==> src/rtl/acq_pkg.sv <==
// Shared constants for the acquisition control ends
// What this block does
// Decode 4-bit gain code into range and gain
// Host waits gain settling before triggering
// Channel register keeps low four bits only
// Single-ended: four bits pick one of 16
// Differential: three bits pick one of 8
// Host waits multiplexer settling before triggering; a later gain write overwrites the mux wait, even with a shorter gain wait
// Mode register write-only, three low bits used
// Internal strap: modes off, soft, pacer DMA/IRQ
// External strap: modes off, external DMA/IRQ
// Strap picks internal or external trigger source
// Pacer tick starts conversions periodically
// Any soft trigger write starts one conversion
// Ready flag readable in high result byte
// Host polls until ready reads zero
// Host flags missing board on ready timeout
// Ready one until done; result split bytes
// Interrupt flag per conversion, cleared by write
// Two DMA requests per conversion, one per byte
// Gain register write-only, four low bits
// Mode resets to 000, everything disabled
// Triggers during a conversion are ignored
package acq_pkg;
    localparam int CLK_MHZ = 100;
    localparam int RES_W = 12;
    localparam int CNT_W = 18;
    localparam logic [3:0] ADR_RES_LO = 4'h4;
    localparam logic [3:0] ADR_RES_HI = 4'h5;
    localparam logic [3:0] ADR_INT_CLR = 4'h8;
    localparam logic [3:0] ADR_GAIN = 4'h9;
    localparam logic [3:0] ADR_CHAN = 4'ha;
    localparam logic [3:0] ADR_MODE = 4'hb;
    localparam logic [3:0] ADR_SOFT_TRIG = 4'hc;
    localparam int READY_BIT = 4;
    localparam logic [2:0] MODE_OFF = 3'h0;
    localparam logic [2:0] MODE_SOFT_POLL = 3'h1;
    localparam logic [2:0] MODE_PACED_DMA = 3'h2;
    localparam logic [2:0] MODE_PACED_IRQ = 3'h6;
    localparam logic [1:0] DMA_BYTES = 2'h2;
    localparam int GAIN_SETTLE_X1_US = 23;
    localparam int GAIN_SETTLE_X10_US = 28;
    localparam int GAIN_SETTLE_X100_US = 140;
    localparam int GAIN_SETTLE_X1000_US = 1300;
    localparam int MUX_SETTLE_US = 100;
    localparam int PROBE_TIMEOUT_US = 1000;
    localparam int GAIN_SETTLE_X1_CYC = GAIN_SETTLE_X1_US * CLK_MHZ;
    localparam int GAIN_SETTLE_X10_CYC = GAIN_SETTLE_X10_US * CLK_MHZ;
    localparam logic [7:0] HREG_CMD = 8'h00;
    localparam logic [7:0] HREG_STAT = 8'h04;
    localparam logic [7:0] HREG_DMA = 8'h08;
    localparam logic [7:0] HREG_CTL = 8'h0c;
    localparam int CMD_DATA_LSB = 4;
    localparam int CMD_WRITE_BIT = 12;
    localparam int STAT_BUSY = 0;
    localparam int STAT_IRQ = 1;
    localparam int STAT_DRQ = 2;
    localparam int STAT_NOBOARD = 3;
    localparam int STAT_RDATA_LSB = 8;
    localparam int DMA_VALID_BIT = 16;
    localparam int CTL_DMA_EN = 0;
    localparam int CTL_NOBOARD_CLR = 1;
endpackage

==> src/rtl/acq_bus_if.sv <==
// Card I/O bus joining the host end and the card end
`timescale 1ns/1ps
interface acq_bus_if;
    logic [3:0] io_addr;
    logic [7:0] io_wdata;
    logic io_wr;
    logic io_rd;
    logic [7:0] io_rdata;
    logic io_irq;
    logic io_drq;
    logic io_dack;
    modport dev (
        input io_addr,
        input io_wdata,
        input io_wr,
        input io_rd,
        input io_dack,
        output io_rdata,
        output io_irq,
        output io_drq
    );
    modport host (
        output io_addr,
        output io_wdata,
        output io_wr,
        output io_rd,
        output io_dack,
        input io_rdata,
        input io_irq,
        input io_drq
    );
endinterface

==> src/rtl/acq_host.sv <==
// Host end: AHB-Lite command registers driving the card I/O bus
`timescale 1ns/1ps
module acq_host
    import acq_pkg::*;
#(
    parameter int unsigned SETTLE_X100_CYC = GAIN_SETTLE_X100_US * CLK_MHZ,
    parameter int unsigned SETTLE_X1000_CYC = GAIN_SETTLE_X1000_US * CLK_MHZ,
    parameter int unsigned MUX_SETTLE_CYC = MUX_SETTLE_US * CLK_MHZ,
    parameter int unsigned PROBE_CYC = PROBE_TIMEOUT_US * CLK_MHZ
)
(
    input wire logic hclk,
    input wire logic hresetn,
    input wire logic ce,
    input wire logic hsel,
    input wire logic [31:0] haddr,
    input wire logic [1:0] htrans,
    input wire logic hwrite,
    input wire logic [2:0] hsize,
    input wire logic [31:0] hwdata,
    input wire logic hready,
    output logic hreadyout,
    output logic hresp,
    output logic [31:0] hrdata,
    acq_bus_if.host bus
);
    localparam int unsigned CNT_LIM = 2 ** CNT_W;
    if (SETTLE_X1000_CYC >= CNT_LIM || MUX_SETTLE_CYC >= CNT_LIM
        || PROBE_CYC >= CNT_LIM || SETTLE_X100_CYC == 0) begin : g_chk
        $error("acq_host wait counts do not fit the counters");
    end

    typedef enum logic [4:0] {
        S_IDLE = 5'b00001,
        S_IO = 5'b00010,
        S_CAP = 5'b00100,
        S_DMA = 5'b01000,
        S_DCAP = 5'b10000
    } io_state_e;

    io_state_e st_ff;
    io_state_e nxt_st;
    logic dp_wr_ff, dp_hit_ff, cmd_pend_ff, cmd_wr_ff, dma_en_ff;
    logic [7:0] dp_addr_ff, rd_byte_ff, dma_lo_ff;
    logic [3:0] cmd_addr_ff;
    logic [7:0] cmd_data_ff;
    logic [31:0] hrdata_ff;
    logic [RES_W-1:0] dma_word_ff;
    logic dma_valid_ff, dma_hi_ff, probe_on_ff, noboard_ff;
    logic [CNT_W-1:0] settle_ff, probe_ff, nxt_settle, gain_wait;

    // AHB-Lite: zero wait states, always OKAY
    wire ap_go = hsel && htrans[1] && hready;
    wire wr_cmd = dp_wr_ff && dp_hit_ff && dp_addr_ff == HREG_CMD;
    wire wr_ctl = dp_wr_ff && dp_hit_ff && dp_addr_ff == HREG_CTL;
    wire rd_dma_reg = ap_go && !hwrite && haddr[31:8] == 24'h0
        && haddr[7:0] == HREG_DMA;
    wire busy = cmd_pend_ff || st_ff != S_IDLE;

    wire [31:0] stat_word = {16'h0, rd_byte_ff, 4'h0, noboard_ff,
        bus.io_drq, bus.io_irq, busy};
    wire [31:0] rd_mux = haddr[31:8] != 24'h0 ? 32'h0
        : haddr[7:0] == HREG_STAT ? stat_word
        : haddr[7:0] == HREG_DMA ? {15'h0, dma_valid_ff, 4'h0,
            dma_word_ff}
        : haddr[7:0] == HREG_CTL ? {31'h0, dma_en_ff} : 32'h0;

    // A trigger write is held back until the settle count ends; a gain write overwrites any mux wait still left
    wire trig_cmd = cmd_wr_ff && cmd_addr_ff == ADR_SOFT_TRIG;
    wire may_issue = !trig_cmd || settle_ff == '0; // see
    wire io_done = st_ff == S_IO;
    wire set_gain = io_done && cmd_wr_ff && cmd_addr_ff == ADR_GAIN;
    wire set_chan = io_done && cmd_wr_ff && cmd_addr_ff == ADR_CHAN;
    wire mux_wait_big = settle_ff < CNT_W'(MUX_SETTLE_CYC);

    always_comb begin
        unique case (cmd_data_ff[1:0])
            2'b00: gain_wait = CNT_W'(GAIN_SETTLE_X1_CYC);
            2'b01: gain_wait = CNT_W'(GAIN_SETTLE_X10_CYC);
            2'b10: gain_wait = CNT_W'(SETTLE_X100_CYC);
            2'b11: gain_wait = CNT_W'(SETTLE_X1000_CYC);
        endcase
    end
    assign nxt_settle = set_gain ? gain_wait
        : (set_chan && mux_wait_big) ? CNT_W'(MUX_SETTLE_CYC)
        : (settle_ff != '0) ? settle_ff - 1'b1 : settle_ff;

    always_comb begin
        nxt_st = st_ff;
        unique case (st_ff)
            S_IDLE: begin
                if (dma_en_ff && bus.io_drq) begin
                    nxt_st = S_DMA;
                end else if (cmd_pend_ff && may_issue) begin
                    nxt_st = S_IO;
                end
            end
            S_IO: nxt_st = cmd_wr_ff ? S_IDLE : S_CAP;
            S_CAP: nxt_st = S_IDLE;
            S_DMA: nxt_st = S_DCAP;
            S_DCAP: nxt_st = S_IDLE;
        endcase
    end

    always_ff @(posedge hclk or negedge hresetn) begin
        if (!hresetn) begin
            dp_wr_ff <= 1'b0;
            dp_hit_ff <= 1'b0;
            dp_addr_ff <= 8'h00;
            hrdata_ff <= 32'h0;
        end else if (ce) begin
            dp_wr_ff <= ap_go && hwrite;
            dp_hit_ff <= haddr[31:8] == 24'h0;
            dp_addr_ff <= haddr[7:0];
            hrdata_ff <= (ap_go && !hwrite) ? rd_mux : hrdata_ff;
        end
    end

    always_ff @(posedge hclk or negedge hresetn) begin
        if (!hresetn) begin
            st_ff <= S_IDLE;
            cmd_pend_ff <= 1'b0;
            cmd_wr_ff <= 1'b0;
            cmd_addr_ff <= 4'h0;
            cmd_data_ff <= 8'h00;
            dma_en_ff <= 1'b0;
            settle_ff <= '0;
        end else if (ce) begin
            st_ff <= nxt_st;
            if (wr_cmd && !busy) begin
                cmd_pend_ff <= 1'b1;
                cmd_addr_ff <= hwdata[3:0];
                cmd_data_ff <= hwdata[CMD_DATA_LSB +: 8];
                cmd_wr_ff <= hwdata[CMD_WRITE_BIT];
            end else if (nxt_st == S_IO) begin
                cmd_pend_ff <= 1'b0;
            end
            dma_en_ff <= wr_ctl ? hwdata[CTL_DMA_EN] : dma_en_ff;
            settle_ff <= nxt_settle;
        end
    end

    // Status byte from the card: ready bit low means data valid
    wire ready_seen = st_ff == S_CAP && cmd_addr_ff == ADR_RES_HI
        && !bus.io_rdata[READY_BIT];
    wire trig_out = io_done && trig_cmd;
    wire probe_expire = probe_on_ff && probe_ff == '0;

    always_ff @(posedge hclk or negedge hresetn) begin
        if (!hresetn) begin
            rd_byte_ff <= 8'h00;
            probe_on_ff <= 1'b0;
            probe_ff <= '0;
            noboard_ff <= 1'b0;
        end else if (ce) begin
            rd_byte_ff <= st_ff == S_CAP ? bus.io_rdata : rd_byte_ff;
            probe_on_ff <= trig_out
                || (probe_on_ff && !ready_seen && !probe_expire);
            probe_ff <= trig_out ? CNT_W'(PROBE_CYC)
                : (probe_ff != '0 ? probe_ff - 1'b1 : probe_ff);
            noboard_ff <= probe_expire
                || (noboard_ff && !(wr_ctl
                && hwdata[CTL_NOBOARD_CLR]));
        end
    end

    // DMA bytes arrive low then high; a new word beats a read clear
    always_ff @(posedge hclk or negedge hresetn) begin
        if (!hresetn) begin
            dma_lo_ff <= 8'h00;
            dma_hi_ff <= 1'b0;
            dma_word_ff <= '0;
            dma_valid_ff <= 1'b0;
        end else if (ce) begin
            if (st_ff == S_DCAP) begin
                dma_hi_ff <= !dma_hi_ff;
                dma_lo_ff <= dma_hi_ff ? dma_lo_ff : bus.io_rdata;
                dma_word_ff <= dma_hi_ff
                    ? {bus.io_rdata[3:0], dma_lo_ff} : dma_word_ff;
            end
            dma_valid_ff <= (st_ff == S_DCAP && dma_hi_ff)
                || (dma_valid_ff && !rd_dma_reg);
        end
    end

    assign hreadyout = 1'b1;
    assign hresp = 1'b0;
    assign hrdata = hrdata_ff;
    assign bus.io_addr = cmd_addr_ff;
    assign bus.io_wdata = cmd_data_ff;
    assign bus.io_wr = io_done && cmd_wr_ff;
    assign bus.io_rd = (io_done && !cmd_wr_ff) || st_ff == S_DMA;
    assign bus.io_dack = st_ff == S_DMA;
endmodule

==> src/flat_wrapper.sv <==
// flat-port wrapper written by rule: the top's interface ports become plain ports
module acq_host_flat import acq_pkg::*;
#(
    parameter int unsigned SETTLE_X100_CYC = GAIN_SETTLE_X100_US * CLK_MHZ,
    parameter int unsigned SETTLE_X1000_CYC = GAIN_SETTLE_X1000_US * CLK_MHZ,
    parameter int unsigned MUX_SETTLE_CYC = MUX_SETTLE_US * CLK_MHZ,
    parameter int unsigned PROBE_CYC = PROBE_TIMEOUT_US * CLK_MHZ
)
  (hclk, hresetn, ce, hsel, haddr, htrans, hwrite, hsize, hwdata, hready, hreadyout, hresp, hrdata, bus_io_addr, bus_io_wdata, bus_io_wr, bus_io_rd, bus_io_dack, bus_io_rdata, bus_io_irq, bus_io_drq);
  acq_bus_if bus_i ();
  input wire logic hclk;
  input wire logic hresetn;
  input wire logic ce;
  input wire logic hsel;
  input wire logic [31:0] haddr;
  input wire logic [1:0] htrans;
  input wire logic hwrite;
  input wire logic [2:0] hsize;
  input wire logic [31:0] hwdata;
  input wire logic hready;
  output logic hreadyout;
  output logic hresp;
  output logic [31:0] hrdata;
  output wire logic [$bits(bus_i.io_addr)-1:0] bus_io_addr;
  output wire logic [$bits(bus_i.io_wdata)-1:0] bus_io_wdata;
  output wire logic [$bits(bus_i.io_wr)-1:0] bus_io_wr;
  output wire logic [$bits(bus_i.io_rd)-1:0] bus_io_rd;
  output wire logic [$bits(bus_i.io_dack)-1:0] bus_io_dack;
  input wire logic [$bits(bus_i.io_rdata)-1:0] bus_io_rdata;
  input wire logic [$bits(bus_i.io_irq)-1:0] bus_io_irq;
  input wire logic [$bits(bus_i.io_drq)-1:0] bus_io_drq;
  assign bus_io_addr = bus_i.io_addr;
  assign bus_io_wdata = bus_i.io_wdata;
  assign bus_io_wr = bus_i.io_wr;
  assign bus_io_rd = bus_i.io_rd;
  assign bus_io_dack = bus_i.io_dack;
  assign bus_i.io_rdata = bus_io_rdata;
  assign bus_i.io_irq = bus_io_irq;
  assign bus_i.io_drq = bus_io_drq;
  acq_host #(.SETTLE_X100_CYC(SETTLE_X100_CYC), .SETTLE_X1000_CYC(SETTLE_X1000_CYC), .MUX_SETTLE_CYC(MUX_SETTLE_CYC), .PROBE_CYC(PROBE_CYC)) u_core (.hclk(hclk), .hresetn(hresetn), .ce(ce), .hsel(hsel), .haddr(haddr), .htrans(htrans), .hwrite(hwrite), .hsize(hsize), .hwdata(hwdata), .hready(hready), .hreadyout(hreadyout), .hresp(hresp), .hrdata(hrdata), .bus(bus_i));
endmodule
==> config.mk <==
export PLATFORM = sky130hd
export DESIGN_NAME = acq_host_flat
export DESIGN_NICKNAME = d
export VERILOG_FILES = /design/src/rtl/acq_pkg.sv /design/src/rtl/acq_bus_if.sv /design/src/rtl/acq_host.sv /design/src/flat_wrapper.sv
export SDC_FILE = /design/constraint.sdc
export NUM_CORES = 1
export LEC_CHECK = 0
export CORE_ASPECT_RATIO = 1.4
export CORE_MARGIN = 1
export CORE_UTILIZATION = 30
export DETAILED_ROUTE_END_ITERATION = 8
export DONT_BUFFER_PORTS = 1
export GPL_TIMING_DRIVEN = 0
export PLACE_DENSITY_LB_ADDON = 0.05
export SETUP_SLACK_MARGIN = 0.2
export SLEW_MARGIN = 25
export SYNTH_ARGS = -nofsm -noshare
export SYNTH_HDL_FRONTEND = slang
export SYNTH_SLANG_ARGS = --single-unit
==> constraint.sdc <==
create_clock -name hclk -period 2.45 [get_ports hclk]
set_input_delay 0 -clock hclk [delete_from_list [all_inputs] [get_ports hclk]]
set_output_delay 0 -clock hclk [all_outputs]
set_load 0.1 [all_outputs]
==> out/results.ini <==
[status]
status=finished with violations
violations=negative hold slack, negative setup slack

[floorplanning]
num_io_pins=134
core-area_um2=18700
die_w_um=119
row_count=59
initial_core_util_pct=30.7
dieArea_um2=19700
die_y_um=166

[global_route]
grt_pass1_vias=4965
antenna_found_initial=0
grt_util_all_layers_pct=18.8
grt_max_degree=116
grt_overflow_total=0
grt_pass1_wl_um=28200

[worst_setup_path]
required_ns=2.79
cp_common_cell=buf_6
cpPeakStageDelay_ns=0.50
worst-path-buf-inv=5
path_cells=buf_6 -> or4b_4 -> buf_6 -> or4b_1 -> clkbuf_8 -> o31a_1 -> buf_6 -> a21boi_4 -> buf_12 -> nor2_4 -> a21oi_2
critPathKind=reg2reg
cpMaxStageDelayCell=or4b_4
end_kind=flop
cp-start-kind=flop
cp.arrival_ns=2.99
cp_max_fo=4
crit_family=simple AND/OR/NAND/NOR gates

[layout]
multi_input_area_um2=3300
num-nets-final=754
final_common_cell=dfrtp_1
design_area_um2=8240
final_cell_mix=dfrtp_1, mux2_2, nand2_1
register_area_um2=2890
fillCellCount=1773
drive_above_1_share_pct=37.8
area_growth_pct=43.7
fin_util_pct=44.1
n_antenna_cell=0

[synth]
synthMuxAreaShare_pct=9.42
ys_ff_latch=115
ys_warn_count=0
ys_seq_area_share_pct=50.2
synthSimpleGateAreaFrac_pct=19.4
synthAdderAreaFrac_pct=0.436
synth_xor_area_share_pct=0.916
synth_area_um2=5740
synth_cells=557
syn_avg_cell_area_um2=10.3
yosysUniqueCellTypes=63
synth_compound_area_share_pct=14.5
synth_flop_cell=dfrtp_1
synth-edff-count=0
synth_top_family_by_area=simple AND/OR/NAND/NOR gates
synth-async-reset-ratio_pct=100

[routing]
ant_nets=0
first_pass_iters=6
wirelength_um=17900
wl_per_cell_um=19.4
vias_per_cell=5.19
drc=0
drt_iter0_drc=221
num_vias=4797

[pwr]
power_density_nw_per_um2=861
power_frac_clock_pct=36.6
intPower_mw=4.73
leakagePower_nw=3.52
peakVddDrop_mv=0.415
switching_power_mw=2.37
pwr-share-seq_pct=38.1
p_sw_share_pct=33.4
total_power_mw=7.10
pwr-share-comb_pct=25.3

[cts]
cts-htree-levels=4
clock-sinks=115
cts_tree=yes
clk_pin_slew_worst_paths_ns=0.06
clk_latency_ns=0.42
cts_made_buffers=17
cts_buffer_depth=2
cts_root_buffer=clkbuf_16

[timing]
finClkSkew_ns=0.00391
fin_crit_ns=2.65
hold_ws_ns=-0.727
min_period_over_period_pct=108
finalWorstSetupSlack_ns=-0.196
worst_pin_slew_ns=0.936
hold_violations=115
slew_headroom_pct=37.6
slew_violations=0
max_freq_ghz=0.378
rsz0062_at_grt=yes
setup_viol=18

[placement]
numPortBuffers=0
dpl.hpwl_um=11800
routabilityCongestion=0.804
place_area_um2=6170
pre_cts_ws_ns=-0.642

[job]
drv_cap=0

[hold_path]
hold_path_class=in2async

==> per-stage QoR <==
stage	cells	TNS, ns
6_report	924	-1.78
5_1_grt	924	-3.77
4_1_cts	908	-2.73
3_5_place_dp	817	-30.06
3_3_place_gp	816	-30.68
2_1_floorplan	572	-0.208
==> worst reg2reg max path: cells and delay by family, from the launching register on <==
| kind | cells | cell delay (ns) |
|---|---|---|
| DFF | 1 | 0.38 |
| buffers and inverters | 5 | 0.72 |
| and+or+nand+nor | 3 | 1.00 |
| AOI/OAI and AO/OA | 3 | 0.46 |
==> metal layers <==
| layer | wire length [µm] | vias to the layer above | global-route usage, % |
|---|---|---|---|
| met5 | 0 | - | 0 |
| met4 | 514 | 0 | 7.98 |
| met3 | 774 | 35 | 4.61 |
| met2 | 9450 | 132 | 33.2 |
| met1 | 7200 | 2383 | 21.2 |
| li1 | - | 2247 | - |
==> flip-flops by register name (all words and copies together) (netlist names), 4 cells and up <==
register,cells
u_core.dma_lo_ff,8
u_core.dp_addr_ff,8
u_core.rd_byte_ff,8
u_core.settle_ff,18
u_core.dma_word_ff,12
u_core.hrdata,17
u_core.st_ff,5
u_core.bus.io_addr,4
u_core.bus.io_wdata,8
u_core.probe_ff,18
==> power groups by stage <==
stage                     Combinational [mW]  Clock (mW)  Sequential [mW]
after floorplan                         1.19           0             2.54
after CTS                               1.62        2.66             2.66
after global placement                  1.36           0             2.62
final                                   1.79        2.60             2.70
after detailed placement                1.41           0             2.63
after global routing                    1.93        2.74             2.77
==> kinds of logic (layout without fill, tap and decap cells) <==
group           count (synthesis)  after routing
xor+xnor                        6              6
fa+ha+maj                       2              2
mux                            48             48
simple gates                  212            212
buf+inv                        55            163
compound gates                117            117
other cells                     2             17
flops                         115            115
==> cell usage after synthesis (all sizes together) (3+ instances only) <==
cell type  instances  area, µm²
dfrtp            114       2850
mux2              48        541
nand2             48        180
nor2              38        145
o21ai             34        170
nor3              26        135
nor4              25        156
buf               24        171
a22o              17        149
clkbuf            17       63.8
a21oi             15       75.1
nand3             15       75.1
inv               14       52.6
and2              11       68.8
o31ai              8       65.1
a221o              7       70.1
nand2b             6       37.5
nand3b             6       45.0
o211ai             6       45.0
or2                6       37.5
or4                6       48.8
a31oi              5       31.3
nor2b              5       31.3
nor3b              5       37.5
nand4              4       25.0
xnor2              4       35.0
a31o               3       26.3
a32o               3       30.0
or3                3       18.8
==> cell type report <==
| type | count | area share, % |
|---|---|---|
| Buffer | 40 | 3.72 |
| Clock buffer | 18 | 5.33 |
| Clock inverter | 14 | 2.17 |
| Inverter | 14 | 0.638 |
| Multi-Input combinational cell | 402 | 40.0 |
| Sequential cell | 115 | 35.1 |
| Tap cell | 244 | 3.70 |
| Timing Repair Buffer | 77 | 9.37 |
==> path summary, 6_finish.rpt <==
| check | startpoint | endpoint | slack, ns | cells past startpoint |
|---|---|---|---|---|
| worst max-delay path | u_core.st_ff[2] | u_core.settle_ff[3] | -0.20 | 11 |
| worst min-delay path | hresetn | u_core.probe_ff[7] | -0.73 | 0 |
| worst max register to register | u_core.st_ff[2] | u_core.settle_ff[3] | -0.20 | 11 |
| worst min register to register | u_core.dma_word_ff[4] | u_core.hrdata[4] | 0.49 | 1 |
| max in group asynchronous | hresetn | u_core.st_ff[0] | 2.88 | 0 |
| min in group hclk | haddr[29] | u_core.dp_hit_ff | 0.04 | 4 |
==> timing repair <==
item	4_1_cts	5_1_grt
pin swaps	29	36
setup buffers	23	14
endpoints found under the setup margin	89	76
cloned	1	1
hold buffers	36	1
resized for setup	113	76
endpoints found under the hold margin	166	116
Power figures use the tool's default switching activity.
